$ cat config.mk
export PLATFORM = sky130hd
export DESIGN_NAME = dlt_timer
export DESIGN_NICKNAME = d
export VERILOG_FILES = /design/src/core/dlt_pkg.sv /design/src/core/dlt_timer.sv
export SDC_FILE = /design/constraint.sdc
export NUM_CORES = 1
export LEC_CHECK = 0
export BUFFER_PORTS_ARGS = -buffer_cell sky130_fd_sc_hd__clkbuf_2
export CAP_MARGIN = 20
export CELL_PAD_IN_SITES_DETAIL_PLACEMENT = 1
export CELL_PAD_IN_SITES_GLOBAL_PLACEMENT = 1
export CORE_AREA = 2 2 194 196
export DETAILED_ROUTE_END_ITERATION = 12
export DIE_AREA = 0 0 196 198
export PLACE_DENSITY = 0.83
export SETUP_SLACK_MARGIN = 0.15
export SYNTH_ARGS = -nofsm -noshare
export SYNTH_HDL_FRONTEND = slang
export SYNTH_SLANG_ARGS = --single-unit
$ cat constraint.sdc
create_clock -name aclk -period 5.55 [get_ports aclk]
set_input_delay 0.8325 -clock aclk [delete_from_list [all_inputs] [get_ports aclk]]
set_output_delay 0.8325 -clock aclk [all_outputs]
set_load 0.02 [all_outputs]
$ cat src/core/dlt_pkg.sv
package dlt_pkg;

  // ----------------------------------------------------------------
  // bus and clock
  // ----------------------------------------------------------------
  localparam int unsigned CLK_HZ     = 40_000_000;
  localparam int unsigned ADDR_W     = 9;
  localparam logic [1:0]  RESP_OKAY  = 2'h0;
  localparam logic [1:0]  RESP_SLVERR = 2'h2;

  // register indices; byte address is four times the index
  localparam logic [6:0] IDX_T0_CNT  = 7'h50;
  localparam logic [6:0] IDX_T0_LIMA = 7'h52;
  localparam logic [6:0] IDX_T0_LIMB = 7'h54;
  localparam logic [6:0] IDX_T0_MODE = 7'h56;
  localparam logic [6:0] IDX_T1_CNT  = 7'h58;
  localparam logic [6:0] IDX_T1_LIMA = 7'h5a;
  localparam logic [6:0] IDX_T1_LIMB = 7'h5c;
  localparam logic [6:0] IDX_T1_MODE = 7'h5e;
  localparam logic [6:0] IDX_T2_CNT  = 7'h60;
  localparam logic [6:0] IDX_T2_LIMA = 7'h62;
  localparam logic [6:0] IDX_T2_MODE = 7'h66;

  // ----------------------------------------------------------------
  // mode/control field positions
  // ----------------------------------------------------------------
  localparam int BIT_EN      = 15;
  localparam int BIT_GUARD   = 14;
  localparam int BIT_INT     = 13;
  localparam int BIT_IN_USE  = 12;
  localparam int BIT_MAX_HIT = 5;
  localparam int BIT_RETRIG  = 4;
  localparam int BIT_PSC     = 3;
  localparam int BIT_EXT     = 2;
  localparam int BIT_DUAL    = 1;
  localparam int BIT_RUN_ON  = 0;

  // ----------------------------------------------------------------
  // timing
  // ----------------------------------------------------------------
  localparam logic [1:0]  PHASE_LAST       = 2'h3;
  localparam int unsigned OUT_LAG_CLKS     = 6;
  localparam int unsigned EXT_SPACING_CLKS = 4;
  localparam logic [1:0]  T2_IDX           = 2'h2;

  // ----------------------------------------------------------------
  // types
  // ----------------------------------------------------------------
  typedef enum logic [1:0] {
    REG_CNT  = 2'h0,
    REG_LIMA = 2'h1,
    REG_LIMB = 2'h2,
    REG_MODE = 2'h3
  } dlt_kind_type;

  typedef enum logic [1:0] {
    WR_IDLE = 2'h1,
    WR_RESP = 2'h2
  } dlt_wr_type;

  typedef struct packed {
    logic         hit;
    logic [1:0]   idx;
    dlt_kind_type kind;
  } dlt_sel_type;

  typedef struct packed {
    logic        en;
    logic        int_en;
    logic        in_use;
    logic        max_hit;
    logic        retrig;
    logic        psc;
    logic        ext;
    logic        dual;
    logic        run_on;
    logic        armed;
    logic        pulse;
    logic [15:0] count;
    logic [15:0] lim_a;
    logic [15:0] lim_b;
  } dlt_tmr_type;

  typedef struct packed {
    dlt_tmr_type [2:0]     tmr;
    logic [1:0][2:0]       sync;
    logic [1:0]            level;
    logic [1:0]            phase;
    logic [1:0]            out;
    logic [2:0]            irq;
    logic                  aw_ok;
    logic                  w_ok;
    logic [ADDR_W-1:0]     awaddr;
    logic [31:0]           wdata;
    logic [3:0]            wstrb;
    dlt_wr_type            wr;
    logic [1:0]            bresp;
    logic                  rvalid;
    logic [31:0]           rdata;
    logic [1:0]            rresp;
  } dlt_state_type;

  function automatic dlt_state_type reset_state();
    reset_state             = '0;
    reset_state.tmr[0].dual = 1'b1;
    reset_state.tmr[1].dual = 1'b1;
    reset_state.out         = 2'h3;
    reset_state.wr          = WR_IDLE;
  endfunction

endpackage

$ cat src/core/dlt_timer.sv
// Chosen here: the register offsets and the AXI4-Lite interface to the registers.
module dlt_timer (
  // clock and reset
  input  wire logic                      aclk,
  input  wire logic                      aresetn,
  // axi4-lite write address
  input  wire logic [dlt_pkg::ADDR_W-1:0] s_axi_awaddr,
  input  wire logic [2:0]                s_axi_awprot,
  input  wire logic                      s_axi_awvalid,
  output logic                           s_axi_awready,
  // axi4-lite write data
  input  wire logic [31:0]               s_axi_wdata,
  input  wire logic [3:0]                s_axi_wstrb,
  input  wire logic                      s_axi_wvalid,
  output logic                           s_axi_wready,
  // axi4-lite write response
  output logic [1:0]                     s_axi_bresp,
  output logic                           s_axi_bvalid,
  input  wire logic                      s_axi_bready,
  // axi4-lite read address
  input  wire logic [dlt_pkg::ADDR_W-1:0] s_axi_araddr,
  input  wire logic [2:0]                s_axi_arprot,
  input  wire logic                      s_axi_arvalid,
  output logic                           s_axi_arready,
  // axi4-lite read data
  output logic [31:0]                    s_axi_rdata,
  output logic [1:0]                     s_axi_rresp,
  output logic                           s_axi_rvalid,
  input  wire logic                      s_axi_rready,
  // timer pins, timers 0 and 1
  input  wire logic [1:0]                timer_in,
  output logic [1:0]                     timer_out,
  // terminal-count requests toward the interrupt controller
  output logic [2:0]                     irq_req
);

  // ----------------------------------------------------------------
  // helpers
  // ----------------------------------------------------------------
  function automatic dlt_pkg::dlt_sel_type decode(input logic [dlt_pkg::ADDR_W-1:0] a);
    logic [6:0] ix;
    ix     = a[dlt_pkg::ADDR_W-1:2];
    decode = '0;
    if (ix == dlt_pkg::IDX_T0_CNT) begin
      decode = '{1'b1, 2'h0, dlt_pkg::REG_CNT};
    end else if (ix == dlt_pkg::IDX_T0_LIMA) begin
      decode = '{1'b1, 2'h0, dlt_pkg::REG_LIMA};
    end else if (ix == dlt_pkg::IDX_T0_LIMB) begin
      decode = '{1'b1, 2'h0, dlt_pkg::REG_LIMB};
    end else if (ix == dlt_pkg::IDX_T0_MODE) begin
      decode = '{1'b1, 2'h0, dlt_pkg::REG_MODE};
    end else if (ix == dlt_pkg::IDX_T1_CNT) begin
      decode = '{1'b1, 2'h1, dlt_pkg::REG_CNT};
    end else if (ix == dlt_pkg::IDX_T1_LIMA) begin
      decode = '{1'b1, 2'h1, dlt_pkg::REG_LIMA};
    end else if (ix == dlt_pkg::IDX_T1_LIMB) begin
      decode = '{1'b1, 2'h1, dlt_pkg::REG_LIMB};
    end else if (ix == dlt_pkg::IDX_T1_MODE) begin
      decode = '{1'b1, 2'h1, dlt_pkg::REG_MODE};
    end else if (ix == dlt_pkg::IDX_T2_CNT) begin
      decode = '{1'b1, dlt_pkg::T2_IDX, dlt_pkg::REG_CNT};
    end else if (ix == dlt_pkg::IDX_T2_LIMA) begin
      decode = '{1'b1, dlt_pkg::T2_IDX, dlt_pkg::REG_LIMA};
    end else if (ix == dlt_pkg::IDX_T2_MODE) begin
      decode = '{1'b1, dlt_pkg::T2_IDX, dlt_pkg::REG_MODE};
    end
  endfunction

  function automatic logic [15:0] mode_word(input dlt_pkg::dlt_tmr_type t);
    mode_word = '0;
    mode_word[dlt_pkg::BIT_EN]      = t.en;
    mode_word[dlt_pkg::BIT_INT]     = t.int_en;
    mode_word[dlt_pkg::BIT_IN_USE]  = t.in_use;
    mode_word[dlt_pkg::BIT_MAX_HIT] = t.max_hit;
    mode_word[dlt_pkg::BIT_RETRIG]  = t.retrig;
    mode_word[dlt_pkg::BIT_PSC]     = t.psc;
    mode_word[dlt_pkg::BIT_EXT]     = t.ext;
    mode_word[dlt_pkg::BIT_DUAL]    = t.dual;
    mode_word[dlt_pkg::BIT_RUN_ON]  = t.run_on;
  endfunction

  function automatic logic [15:0] reg_word(input dlt_pkg::dlt_tmr_type t, input dlt_pkg::dlt_kind_type k);
    if (k == dlt_pkg::REG_CNT) begin
      reg_word = t.count;
    end else if (k == dlt_pkg::REG_LIMA) begin
      reg_word = t.lim_a;
    end else if (k == dlt_pkg::REG_LIMB) begin
      reg_word = t.lim_b;
    end else begin
      reg_word = mode_word(t);
    end
  endfunction

  // only the two low byte lanes carry register bits
  function automatic logic [15:0] merge16(input logic [15:0] old, input logic [31:0] wd, input logic [3:0] st);
    merge16 = {st[1] ? wd[15:8] : old[15:8], st[0] ? wd[7:0] : old[7:0]};
  endfunction

  // ----------------------------------------------------------------
  // state
  // ----------------------------------------------------------------
  dlt_pkg::dlt_state_type q;
  dlt_pkg::dlt_state_type d;
  dlt_pkg::dlt_sel_type   sel_w;
  logic                   wr_now;
  logic [2:0]             max_set;

  assign sel_w  = decode(q.awaddr);
  assign wr_now = q.aw_ok && q.w_ok && (q.wr == dlt_pkg::WR_IDLE);

  always_comb begin
    dlt_pkg::dlt_tmr_type t;
    dlt_pkg::dlt_sel_type sr;
    logic [15:0]          nxt;
    logic [15:0]          lim;
    logic [15:0]          v;
    logic [2:0]           gate;
    logic [2:0]           rise;
    logic                 step;
    logic                 slot;
    logic                 t2_tc;
    t      = '0;
    sr     = '0;
    nxt    = '0;
    lim    = '0;
    v      = '0;
    step   = 1'b0;
    t2_tc  = 1'b0;
    max_set = '0;
    d      = q;
    d.irq  = '0;

    // pin inputs: three flops, change accepted when second and third agree
    // three flop sync
    gate = {1'b1, q.level};
    rise = '0;
    for (int p = 0; p < 2; p++) begin
      d.sync[p] = {q.sync[p][1:0], timer_in[p]};
      if (q.sync[p][1] == q.sync[p][2]) begin
        d.level[p] = q.sync[p][2];
        rise[p]    = q.sync[p][2] & ~q.level[p];
      end
    end

    // counting steps once every four clocks, or with prescale on timer 2 terminal count only; external-event mode steps on the rise itself
    d.phase = 2'(q.phase + 2'h1);
    slot    = (q.phase == dlt_pkg::PHASE_LAST);

    // timer 2 runs first so its terminal count can prescale 0 and 1
    for (int i = 2; i >= 0; i--) begin
      t       = q.tmr[i];
      t.pulse = 1'b0;
      step    = 1'b0;
      if (!t.en) begin
        t.armed = 1'b0;
      end else if (t.ext) begin
        step = rise[i];
      end else if (t.retrig) begin
        if (rise[i]) begin
          t.count = '0;
          t.armed = 1'b1;
        end else begin
          step = t.armed && slot && (t.psc ? t2_tc : 1'b1);
        end
      end else begin
        step = gate[i] && slot && (t.psc ? t2_tc : 1'b1);
      end
      if (step) begin
        nxt = 16'(t.count + 16'h1);
        lim = (t.dual && t.in_use) ? t.lim_b : t.lim_a;
        // equality with active limit; a limit below count wraps first
        if (nxt == lim) begin
          t.count   = '0;
          t.max_hit  = 1'b1;
          max_set[i] = 1'b1;
          d.irq[i]   = t.int_en;
          t.pulse    = ~t.dual;
          if (!t.run_on && (!t.dual || t.in_use)) begin
            t.en = 1'b0;
          end
          t.in_use = t.dual & ~t.in_use;
          if (i == 2) begin
            t2_tc = 1'b1;
          end
        end else begin
          t.count = nxt;
        end
      end
      d.tmr[i] = t;
    end

    // output waveform, one clock behind the count
    for (int p = 0; p < 2; p++) begin
      d.out[p] = q.tmr[p].dual ? ~q.tmr[p].in_use : ~q.tmr[p].pulse;
    end

    // ----------------------------------------------------------------
    // axi4-lite write
    // ----------------------------------------------------------------
    if (s_axi_awvalid && !q.aw_ok && (q.wr == dlt_pkg::WR_IDLE)) begin
      d.aw_ok  = 1'b1;
      d.awaddr = s_axi_awaddr;
    end
    if (s_axi_wvalid && !q.w_ok && (q.wr == dlt_pkg::WR_IDLE)) begin
      d.w_ok  = 1'b1;
      d.wdata = s_axi_wdata;
      d.wstrb = s_axi_wstrb;
    end
    case (q.wr)
      dlt_pkg::WR_IDLE: begin
        if (wr_now) begin
          d.aw_ok = 1'b0;
          d.w_ok  = 1'b0;
          d.wr    = dlt_pkg::WR_RESP;
          d.bresp = dlt_pkg::RESP_SLVERR;
          if (sel_w.hit) begin
            d.bresp = dlt_pkg::RESP_OKAY;
            t = d.tmr[sel_w.idx];
            v = merge16(reg_word(q.tmr[sel_w.idx], sel_w.kind), q.wdata, q.wstrb);
            case (sel_w.kind)
              dlt_pkg::REG_CNT:  t.count = v;
              dlt_pkg::REG_LIMA: t.lim_a = v;
              dlt_pkg::REG_LIMB: t.lim_b = v;
              default: begin
                if (v[dlt_pkg::BIT_GUARD]) begin
                  t.en = v[dlt_pkg::BIT_EN];
                end
                t.int_en  = v[dlt_pkg::BIT_INT];
                t.run_on  = v[dlt_pkg::BIT_RUN_ON];
                t.max_hit = max_set[sel_w.idx] | (q.tmr[sel_w.idx].max_hit & v[dlt_pkg::BIT_MAX_HIT]);
                if (sel_w.idx != dlt_pkg::T2_IDX) begin
                  t.retrig = v[dlt_pkg::BIT_RETRIG];
                  t.psc    = v[dlt_pkg::BIT_PSC];
                  t.ext    = v[dlt_pkg::BIT_EXT];
                  t.dual   = v[dlt_pkg::BIT_DUAL];
                end
                // flag not written, cleared without alternating
                t.in_use = t.in_use & t.dual;
              end
            endcase
            d.tmr[sel_w.idx] = t;
          end
        end
      end
      dlt_pkg::WR_RESP: begin
        if (s_axi_bready) begin
          d.wr = dlt_pkg::WR_IDLE;
        end
      end
      default: d.wr = dlt_pkg::WR_IDLE;
    endcase

    // ----------------------------------------------------------------
    // axi4-lite read
    // ----------------------------------------------------------------
    if (q.rvalid && s_axi_rready) begin
      d.rvalid = 1'b0;
    end
    if (s_axi_arvalid && !q.rvalid) begin
      sr       = decode(s_axi_araddr);
      d.rvalid = 1'b1;
      d.rdata  = '0;
      d.rresp  = dlt_pkg::RESP_SLVERR;
      if (sr.hit) begin
        d.rdata[15:0] = reg_word(q.tmr[sr.idx], sr.kind);
        d.rresp       = dlt_pkg::RESP_OKAY;
      end
    end
  end

  // alternating set on timers 0 and 1, flag cleared on reset
  always_ff @(posedge aclk) begin
    if (!aresetn) begin
      q <= dlt_pkg::reset_state();
    end else begin
      q <= d;
    end
  end

  // ----------------------------------------------------------------
  // outputs
  // ----------------------------------------------------------------
  assign s_axi_awready = !q.aw_ok && (q.wr == dlt_pkg::WR_IDLE);
  assign s_axi_wready  = !q.w_ok && (q.wr == dlt_pkg::WR_IDLE);
  assign s_axi_bvalid  = (q.wr == dlt_pkg::WR_RESP);
  assign s_axi_bresp   = q.bresp;
  assign s_axi_arready = !q.rvalid;
  assign s_axi_rvalid  = q.rvalid;
  assign s_axi_rdata   = q.rdata;
  assign s_axi_rresp   = q.rresp;
  assign timer_out     = q.out;
  assign irq_req       = q.irq;
endmodule

==> insert_results.sql, run 1 <==
INSERT INTO impl_metrics (metric_group, metric, value, unit) VALUES
('finish', 'drive_gt1_share', '13.2', '%'),
('finish', 'final-seq-area', '4780', 'sq um'),
('placement', 'dp.cells', '2648', ''),
('worst_setup_path', 'r2r_start', 'q[159]', ''),
('sta', 'hold_viol_final', '0', ''),
('worst_setup_path', 'timing.reg2reg.setup_slack', '0.54', 'ns'),
('clock_tree', 'clock-sinks', '239', ''),
('sta', 'fmax', '200', 'MHz'),
('routing', 'route.top_layer_used', 'met5', ''),
('worst_setup_path', 'critical_path_start_end_classification', 'reg -> reg', ''),
('pwr', 'static_leakage', '6.44', 'nW'),
('routing', 'route.detailed.drc', '0', ''),
('worst_setup_path', 'startpoint_type', 'register', ''),
('global_route', 'grt_use_total', '41.1', '%'),
('routing', 'detail_route.vias_per_cell', '7.01', ''),
('clock_tree', 'clock_tree.root_cell', 'sky130_fd_sc_hd__clkbuf_16', ''),
('sta', 'unrepaired_setup_endpoints_after_global_routing', 'false', ''),
('routing', 'avgRoutedWirePerCell', '29.9', 'um'),
('routing', 'detailroute.wirelength.met3', '10.5', 'mm'),
('yosys', 'netlist_area', '16600', 'sq um'),
('sta', 'drv_slew', '0', ''),
('yosys', 'async_reset_ff_share', '0', '%'),
('pwr', 'clock_power_share', '48.1', '%'),
('yosys', 'dominant_cells_by_area_after_synthesis', 'sky130_fd_sc_hd__dfxtp_1 (29%), sky130_fd_sc_hd__nand2_1 (7.3%), sky130_fd_sc_hd__a21oi_1 (6.2%)', ''),
('die', 'placementRows', '71', ''),
('yosys', 'yosys.cell_count.top_type', 'sky130_fd_sc_hd__nand2_1', ''),
('sta', 'finalSetupViolations', '0', ''),
('finish', 'design.final.nets', '2278', ''),
('pwr', 'ir_worst_vdd', '0.000220', 'V'),
('worst_setup_path', 'crit-reg2reg-capture', 'q[205]', ''),
('sta', 'timing.clock.skew', '0.0203', 'ns'),
('clock_tree', 'clkTransAtPathRegs', '0.07', 'ns'),
('min_path', 'whs_endpoint', 'q[91]', ''),
('global_route', 'grt_antenna_before_repair', '5', ''),
('pwr', 'seq_power_share', '45.2', '%'),
('finish', 'multi_input_area', '10700', 'sq um'),
('die', 'initial_core_util', '45.0', '%'),
('die', 'die_width', '196', 'um'),
('finish', 'finish.cell_count_without_fillers', '2701', ''),
('worst_setup_path', 'timing.critical_path.fanout_max', '10', ''),
('outcome', 'status', 'completed', ''),
('die', 'fp.coreArea', '37000', 'sq um'),
('pwr', 'net_switching_power', '1.04', 'mW'),
('yosys', 'netlist-cell-type-count', '103', ''),
('yosys', 'postSynth.topFlopCell', 'sky130_fd_sc_hd__dfxtp_1', ''),
('worst_setup_path', 'timing.critical_path.to_type', 'register', ''),
('yosys', 'yosys_warnings', '0', ''),
('routing', 'num_vias', '18938', ''),
('routing', 'initialDrtViolationCount', '2294', ''),
('yosys', 'synth_top_area_share', '28.8', '%'),
('placement', 'placement.io_buffers', '68', ''),
('sta', 'relSlewSlack', '22.2', '%'),
('worst_setup_path', 'worst-endpoint-arrival', '5.48', 'ns'),
('clock_tree', 'cts_inserted_buffers', '27', ''),
('worst_setup_path', 'cp_data_required_time', '6.02', 'ns'),
('routing', 'drt-met1-wl', '30.8', 'mm'),
('yosys', 'yosys_register_bits', '239', ''),
('yosys', 'synth_common_cells', 'sky130_fd_sc_hd__nand2_1 (325), sky130_fd_sc_hd__dfxtp_1 (239), sky130_fd_sc_hd__nor2_1 (222)', ''),
('min_path', 'hold_depth', '1', ''),
('sta', 'final_min_period_over_clock_period', '90.3', '%'),
('clock_tree', 'cts_hold_buffers', '0', ''),
('finish', 'area_growth', '9.09', '%'),
('finish', 'layout.filler_cells', '4701', ''),
('yosys', 'number_of_enable_type_register_cells_in_the_synthesized_netlist', '0', ''),
('clock_tree', 'cts_tree', 'yes', ''),
('clock_tree', 'cts_buffer_depth', '3', ''),
('sta', 'worst_pin_slew', '1.16', 'ns'),
('global_route', 'overflow', '0', ''),
('pwr', 'comb_power_share', '6.7', '%'),
('die', 'die_y', '198', 'um'),
('global_route', 'grt_pass1_wl', '120', 'mm');
## layout by cell type (no fill, tap or decap), drive strengths merged, types with 19 or more instances in the layout
cell type and instances:
mux2i 73, and2 44, o211ai 22, nor3 63, o22ai 34, or3 21, xnor2 33, o21ai 91
a31oi 21, nand3 83, nand2 327, buf 90, mux4 19, clkbuf 106, a21oi 206, and3 29
nand4 23, nor2 222, dfxtp 239, a22oi 58, inv 29, a211oi 96
## per-layer routing
| metal | vias up | GRT usage (%) |
|---|---|---|
| met5 | - | 0 |
| met4 | 2 | 23.2 |
| met3 | 373 | 14.4 |
| met2 | 1310 | 62.6 |
| met1 | 9214 | 50.7 |
| li1 | 8039 | - |
## power groups by stage
stage | logic [mW] | clock network, mW | registers [mW]
global placement | 0.244 | 0 | 1.80
finish | 0.262 | 1.88 | 1.77
detailed placement | 0.251 | 0 | 1.81
CTS | 0.252 | 1.89 | 1.77
global route | 0.277 | 1.95 | 1.77
floorplan | 0.169 | 0 | 1.79
## stage by stage
stage          area [sq um]  power (mW)  setup slack, ns  hold WS (ns)
6_report              18100        3.91            0.539         0.419
5_1_grt               18100        4.00            0.232         0.440
4_1_cts               18100        3.91            0.616         0.412
3_5_place_dp          17200        2.06            0.639         0.418
3_3_place_gp          17200        2.05            0.771         0.408
2_1_floorplan         16700        1.96             1.18         0.399
## cell type report
class / count / area share (%)
repair buffers: 159 / 5.90
inverters: 28 / 0.607
clock inverters: 11 / 0.745
diodes: 3 / 0.0414
multi-input cells: 1750 / 58.9
clock buffers: 37 / 4.21
well taps: 474 / 3.27
flip-flops and latches: 239 / 26.4
## critical path, cell delays in order, from the launching register on
cell and delay [ns]:
sky130_fd_sc_hd__dfxtp_1 0.40, sky130_fd_sc_hd__and3b_1 0.37, sky130_fd_sc_hd__and2_1 0.24, sky130_fd_sc_hd__nor2_1 0.14, sky130_fd_sc_hd__ha_1 0.30, sky130_fd_sc_hd__nand3_1 0.25
sky130_fd_sc_hd__buf_4 0.27, sky130_fd_sc_hd__or3_1 0.37, sky130_fd_sc_hd__a21oi_1 0.27, sky130_fd_sc_hd__xor2_1 0.29, sky130_fd_sc_hd__o2111ai_1 0.23, sky130_fd_sc_hd__or4_1 0.76
sky130_fd_sc_hd__nand3_1 0.19, sky130_fd_sc_hd__mux2i_1 0.10, sky130_fd_sc_hd__a2111oi_2 0.39, sky130_fd_sc_hd__o21ai_1 0.13, sky130_fd_sc_hd__o211a_1 0.17
## cell families (layout without fill, tap and decap cells)
logic type	count (synthesis)	in the layout	share of synthesized area [%]
and+or+nand+nor	891	891	25.2
AOI/OAI and AO/OA	689	689	27.7
buffers and inverters	256	235	7.88
DFF	239	239	28.8
muxes	101	101	7.60
xor gates and xnor gates	47	47	2.56
adders and majority gates	4	4	0.301
other	1	21	0.0225
## how the worst max path moves through the flow
stage,from,end,slack [ns]
detailed placement,q[159],q[205],0.64
CTS,q[159],q[205],0.62
global route,q[159],q[253],0.23
finish,q[159],q[205],0.54
floorplan,q[159],q[205],1.18
global placement,q[159],q[205],0.77
No activity file was read; power rests on OpenSTA's default activity.
==> run 2: changes to the inputs <==
- CELL_PAD_IN_SITES_DETAIL_PLACEMENT: 1 -> unset
- CELL_PAD_IN_SITES_GLOBAL_PLACEMENT: 1 -> unset
- CORE_AREA: 2 2 194 196 -> 2 2 196 198
- DIE_AREA: 0 0 196 198 -> 0 0 198 200
- PLACE_DENSITY: 0.83 -> 0.64
==> run 2 against run 1 <==
Final area increased by 0.99%. Die area grew 2.0%. Clock skew up 0.0012 ns. Core utilization shrank 0.10 points. Wire length is 7.0% lower. Critical endpoint is now q[199]. Largest power group unchanged.
==> insert_results.sql, run 2 (same netlist as run 1, synthesis figures left out) <==
INSERT INTO impl_metrics (metric_group, metric, value, unit) VALUES
('routing', 'initialDrtViolationCount', '2363', ''),
('die', 'die_width', '198', 'um'),
('worst_setup_path', 'crit_chain', 'and3b_1 > and2_1 > nor2_1 > ha_1 > nand3_1 > buf_4 > nor4_2 > mux2i_1 > xnor2_1 > nand4_1 > nor4_4 > buf_4 > a211oi_4 > nand2_2 > o21a_1 > o221a_4 > o32ai_1', ''),
('worst_setup_path', 'crit_top_cell', 'sky130_fd_sc_hd__buf_4', ''),
('worst_setup_path', 'cpLargestDelayFamily', 'simple AND/OR/NAND/NOR gates', ''),
('clock_tree', 'clkTransAtPathRegs', '0.07', 'ns'),
('die', 'placementRows', '71', ''),
('finish', 'drive_gt1_share', '13.6', '%'),
('pwr', 'swShare', '26.2', '%'),
('clock_tree', 'cts_tree', 'yes', ''),
('global_route', 'grt_use_total', '37.6', '%'),
('die', 'floorplan.die_area', '39600', 'sq um'),
('pwr', 'power.density', '225', 'nW/um^2'),
('sta', 'worst_pin_slew', '1.12', 'ns'),
('worst_setup_path', 'cp_data_required_time', '6.01', 'ns'),
('global_route', 'grt_start_max_net_pins', '94', ''),
('routing', 'route.detailed.drc', '0', ''),
('sta', 'setup_tns', '0', 'ns'),
('die', 'die_y', '200', 'um'),
('die', 'fp.coreArea', '37400', 'sq um'),
('finish', 'n_antenna_cell', '0', ''),
('routing', 'avgRoutedWirePerCell', '27.4', 'um'),
('sta', 'final_min_period_over_clock_period', '89.4', '%'),
('sta', 'fmax', '201', 'MHz'),
('clock_tree', 'worst_skew_pair.late_latency', '0.59', 'ns'),
('worst_setup_path', 'critical_path_start_end_classification', 'reg -> reg', ''),
('routing', 'detail_route.vias_per_cell', '6.64', ''),
('finish', 'final_cell_mix', 'sky130_fd_sc_hd__nand2_1 (325), sky130_fd_sc_hd__dfxtp_1 (239), sky130_fd_sc_hd__nor2_1 (219), sky130_fd_sc_hd__a21oi_1 (204), sky130_fd_sc_hd__a211oi_1 (95)', ''),
('clock_tree', 'cts_inserted_buffers', '29', ''),
('pwr', 'total_power', '4.13', 'mW'),
('min_path', 'worst_min_delay_path_class', 'reg -> reg', ''),
('worst_setup_path', 'cp_num_buf_inv', '2', ''),
('global_route', 'first_global_vias', '16873', ''),
('die', 'pin_count', '115', ''),
('clock_tree', 'cts_buffer_depth', '3', ''),
('routing', 'num_vias', '18227', ''),
('pwr', 'clock_power_share', '51.0', '%'),
('pwr', 'comb_power_share', '6.1', '%'),
('clock_tree', 'cts_post_setup_buffers_inserted', '0', ''),
('clock_tree', 'clock-sinks', '239', ''),
('routing', 'drtPass1Iterations', '8', ''),
('worst_setup_path', 'timing.critical_path.to_type', 'register', ''),
('finish', 'design.final.nets', '2283', ''),
('finish', 'area_growth', '10.2', '%'),
('placement', 'detailed_place.area', '17300', 'sq um'),
('pwr', 'seq_power_share', '42.9', '%'),
('finish', 'post_route_cell_area', '18300', 'sq um'),
('worst_setup_path', 'startpoint_type', 'register', ''),
('routing', 'ant_nets', '0', ''),
('worst_setup_path', 'cpPeakStageDelay', '0.49', 'ns'),
('placement', 'place_hpwl', '54.4', 'mm'),
('global_route', 'grt_pass1_wl', '110', 'mm'),
('sta', 'hold_viol_final', '0', ''),
('run', 'max_cap_viol_count', '0', ''),
('sta', 'unrepaired_setup_endpoints_after_global_routing', 'false', ''),
('sta', 'final.min_clock_period', '4.96', 'ns'),
('pwr', 'p_int', '3.04', 'mW'),
('clock_tree', 'clock_tree.root_cell', 'sky130_fd_sc_hd__clkbuf_16', ''),
('finish', 'post-route-util', '49.0', '%'),
('worst_setup_path', 'crit_slowest_cell', 'sky130_fd_sc_hd__a211oi_4', ''),
('routing', 'detail_route.wirelength', '75.2', 'mm'),
('clock_tree', 'h_tree_depth', '1', ''),
('finish', 'layout.cells.most_common', 'sky130_fd_sc_hd__nand2_1', ''),
('sta', 'timing.clock.skew', '0.0215', 'ns'),
('pwr', 'ir_worst_vdd', '0.000243', 'V'),
('outcome', 'status', 'completed', ''),
('die', 'initial_core_util', '44.5', '%'),
('worst_setup_path', 'worst-endpoint-arrival', '5.42', 'ns'),
('global_route', 'overflow', '0', ''),
('placement', 'dp.cells', '2689', ''),
('sta', 'drv_slew', '0', ''),
('placement', 'place.gp.congestion', '1.09', ''),
('sta', 'relSlewSlack', '25.0', '%'),
('clock_tree', 'cts_hold_buffers', '0', ''),
('clock_tree', 'cts_repair_resize_count', '0', ''),
('global_route', 'grt_antenna_before_repair', '3', ''),
('pwr', 'static_leakage', '6.49', 'nW'),
('sta', 'finalSetupViolations', '0', ''),
('pwr', 'net_switching_power', '1.08', 'mW'),
('placement', 'placement.io_buffers', '68', ''),
('worst_setup_path', 'timing.critical_path.fanout_max', '12', ''),
('finish', 'finish.cell_count_without_fillers', '2744', '');
## run 2: power by group through the flow
stage          Clock, mW  Combinational, mW  Sequential, mW
5_1_grt             2.19              0.269            1.77
3_5_place_dp           0              0.244            1.81
6_report            2.10              0.253            1.77
2_1_floorplan          0              0.169            1.79
4_1_cts             2.12              0.245            1.77
3_3_place_gp           0              0.241            1.80
## run 2: worst paths after layout
kind	depth (start not counted)	to	startpoint	slack [ns]
setup / recovery	17	q[199]	q[159]	0.59
setup reg to reg	17	q[199]	q[159]	0.59
hold / removal	1	q[91]	q[91]	0.42
hold reg to reg	1	q[91]	q[91]	0.42
## run 2: layout make-up
type / instances / area [sq um]
repair buffers: 162 / 1090
flip-flops and latches: 239 / 4780
clock inverters: 20 / 262
inverters: 28 / 110
fillers: 3665 / 19100
well taps: 511 / 639
multi-input cells: 1750 / 10700
clock buffers: 34 / 774
## run 2: stage by stage
stage               hold slack (ns)  worst slack, ns
global route                  0.440            0.333
floorplan                     0.399             1.18
finish                        0.422            0.587
CTS                           0.427            0.734
detailed placement            0.419            0.776
global placement              0.407            0.829
## run 2: routing by layer
metal  part of all wire (%)  track usage [%]  routed length [um]
met5                  0.035                0                  26
met3                     13             11.9                9790
met4                    6.6             21.9                4990
met2                     41             55.3               30800
met1                     39             48.5               29600
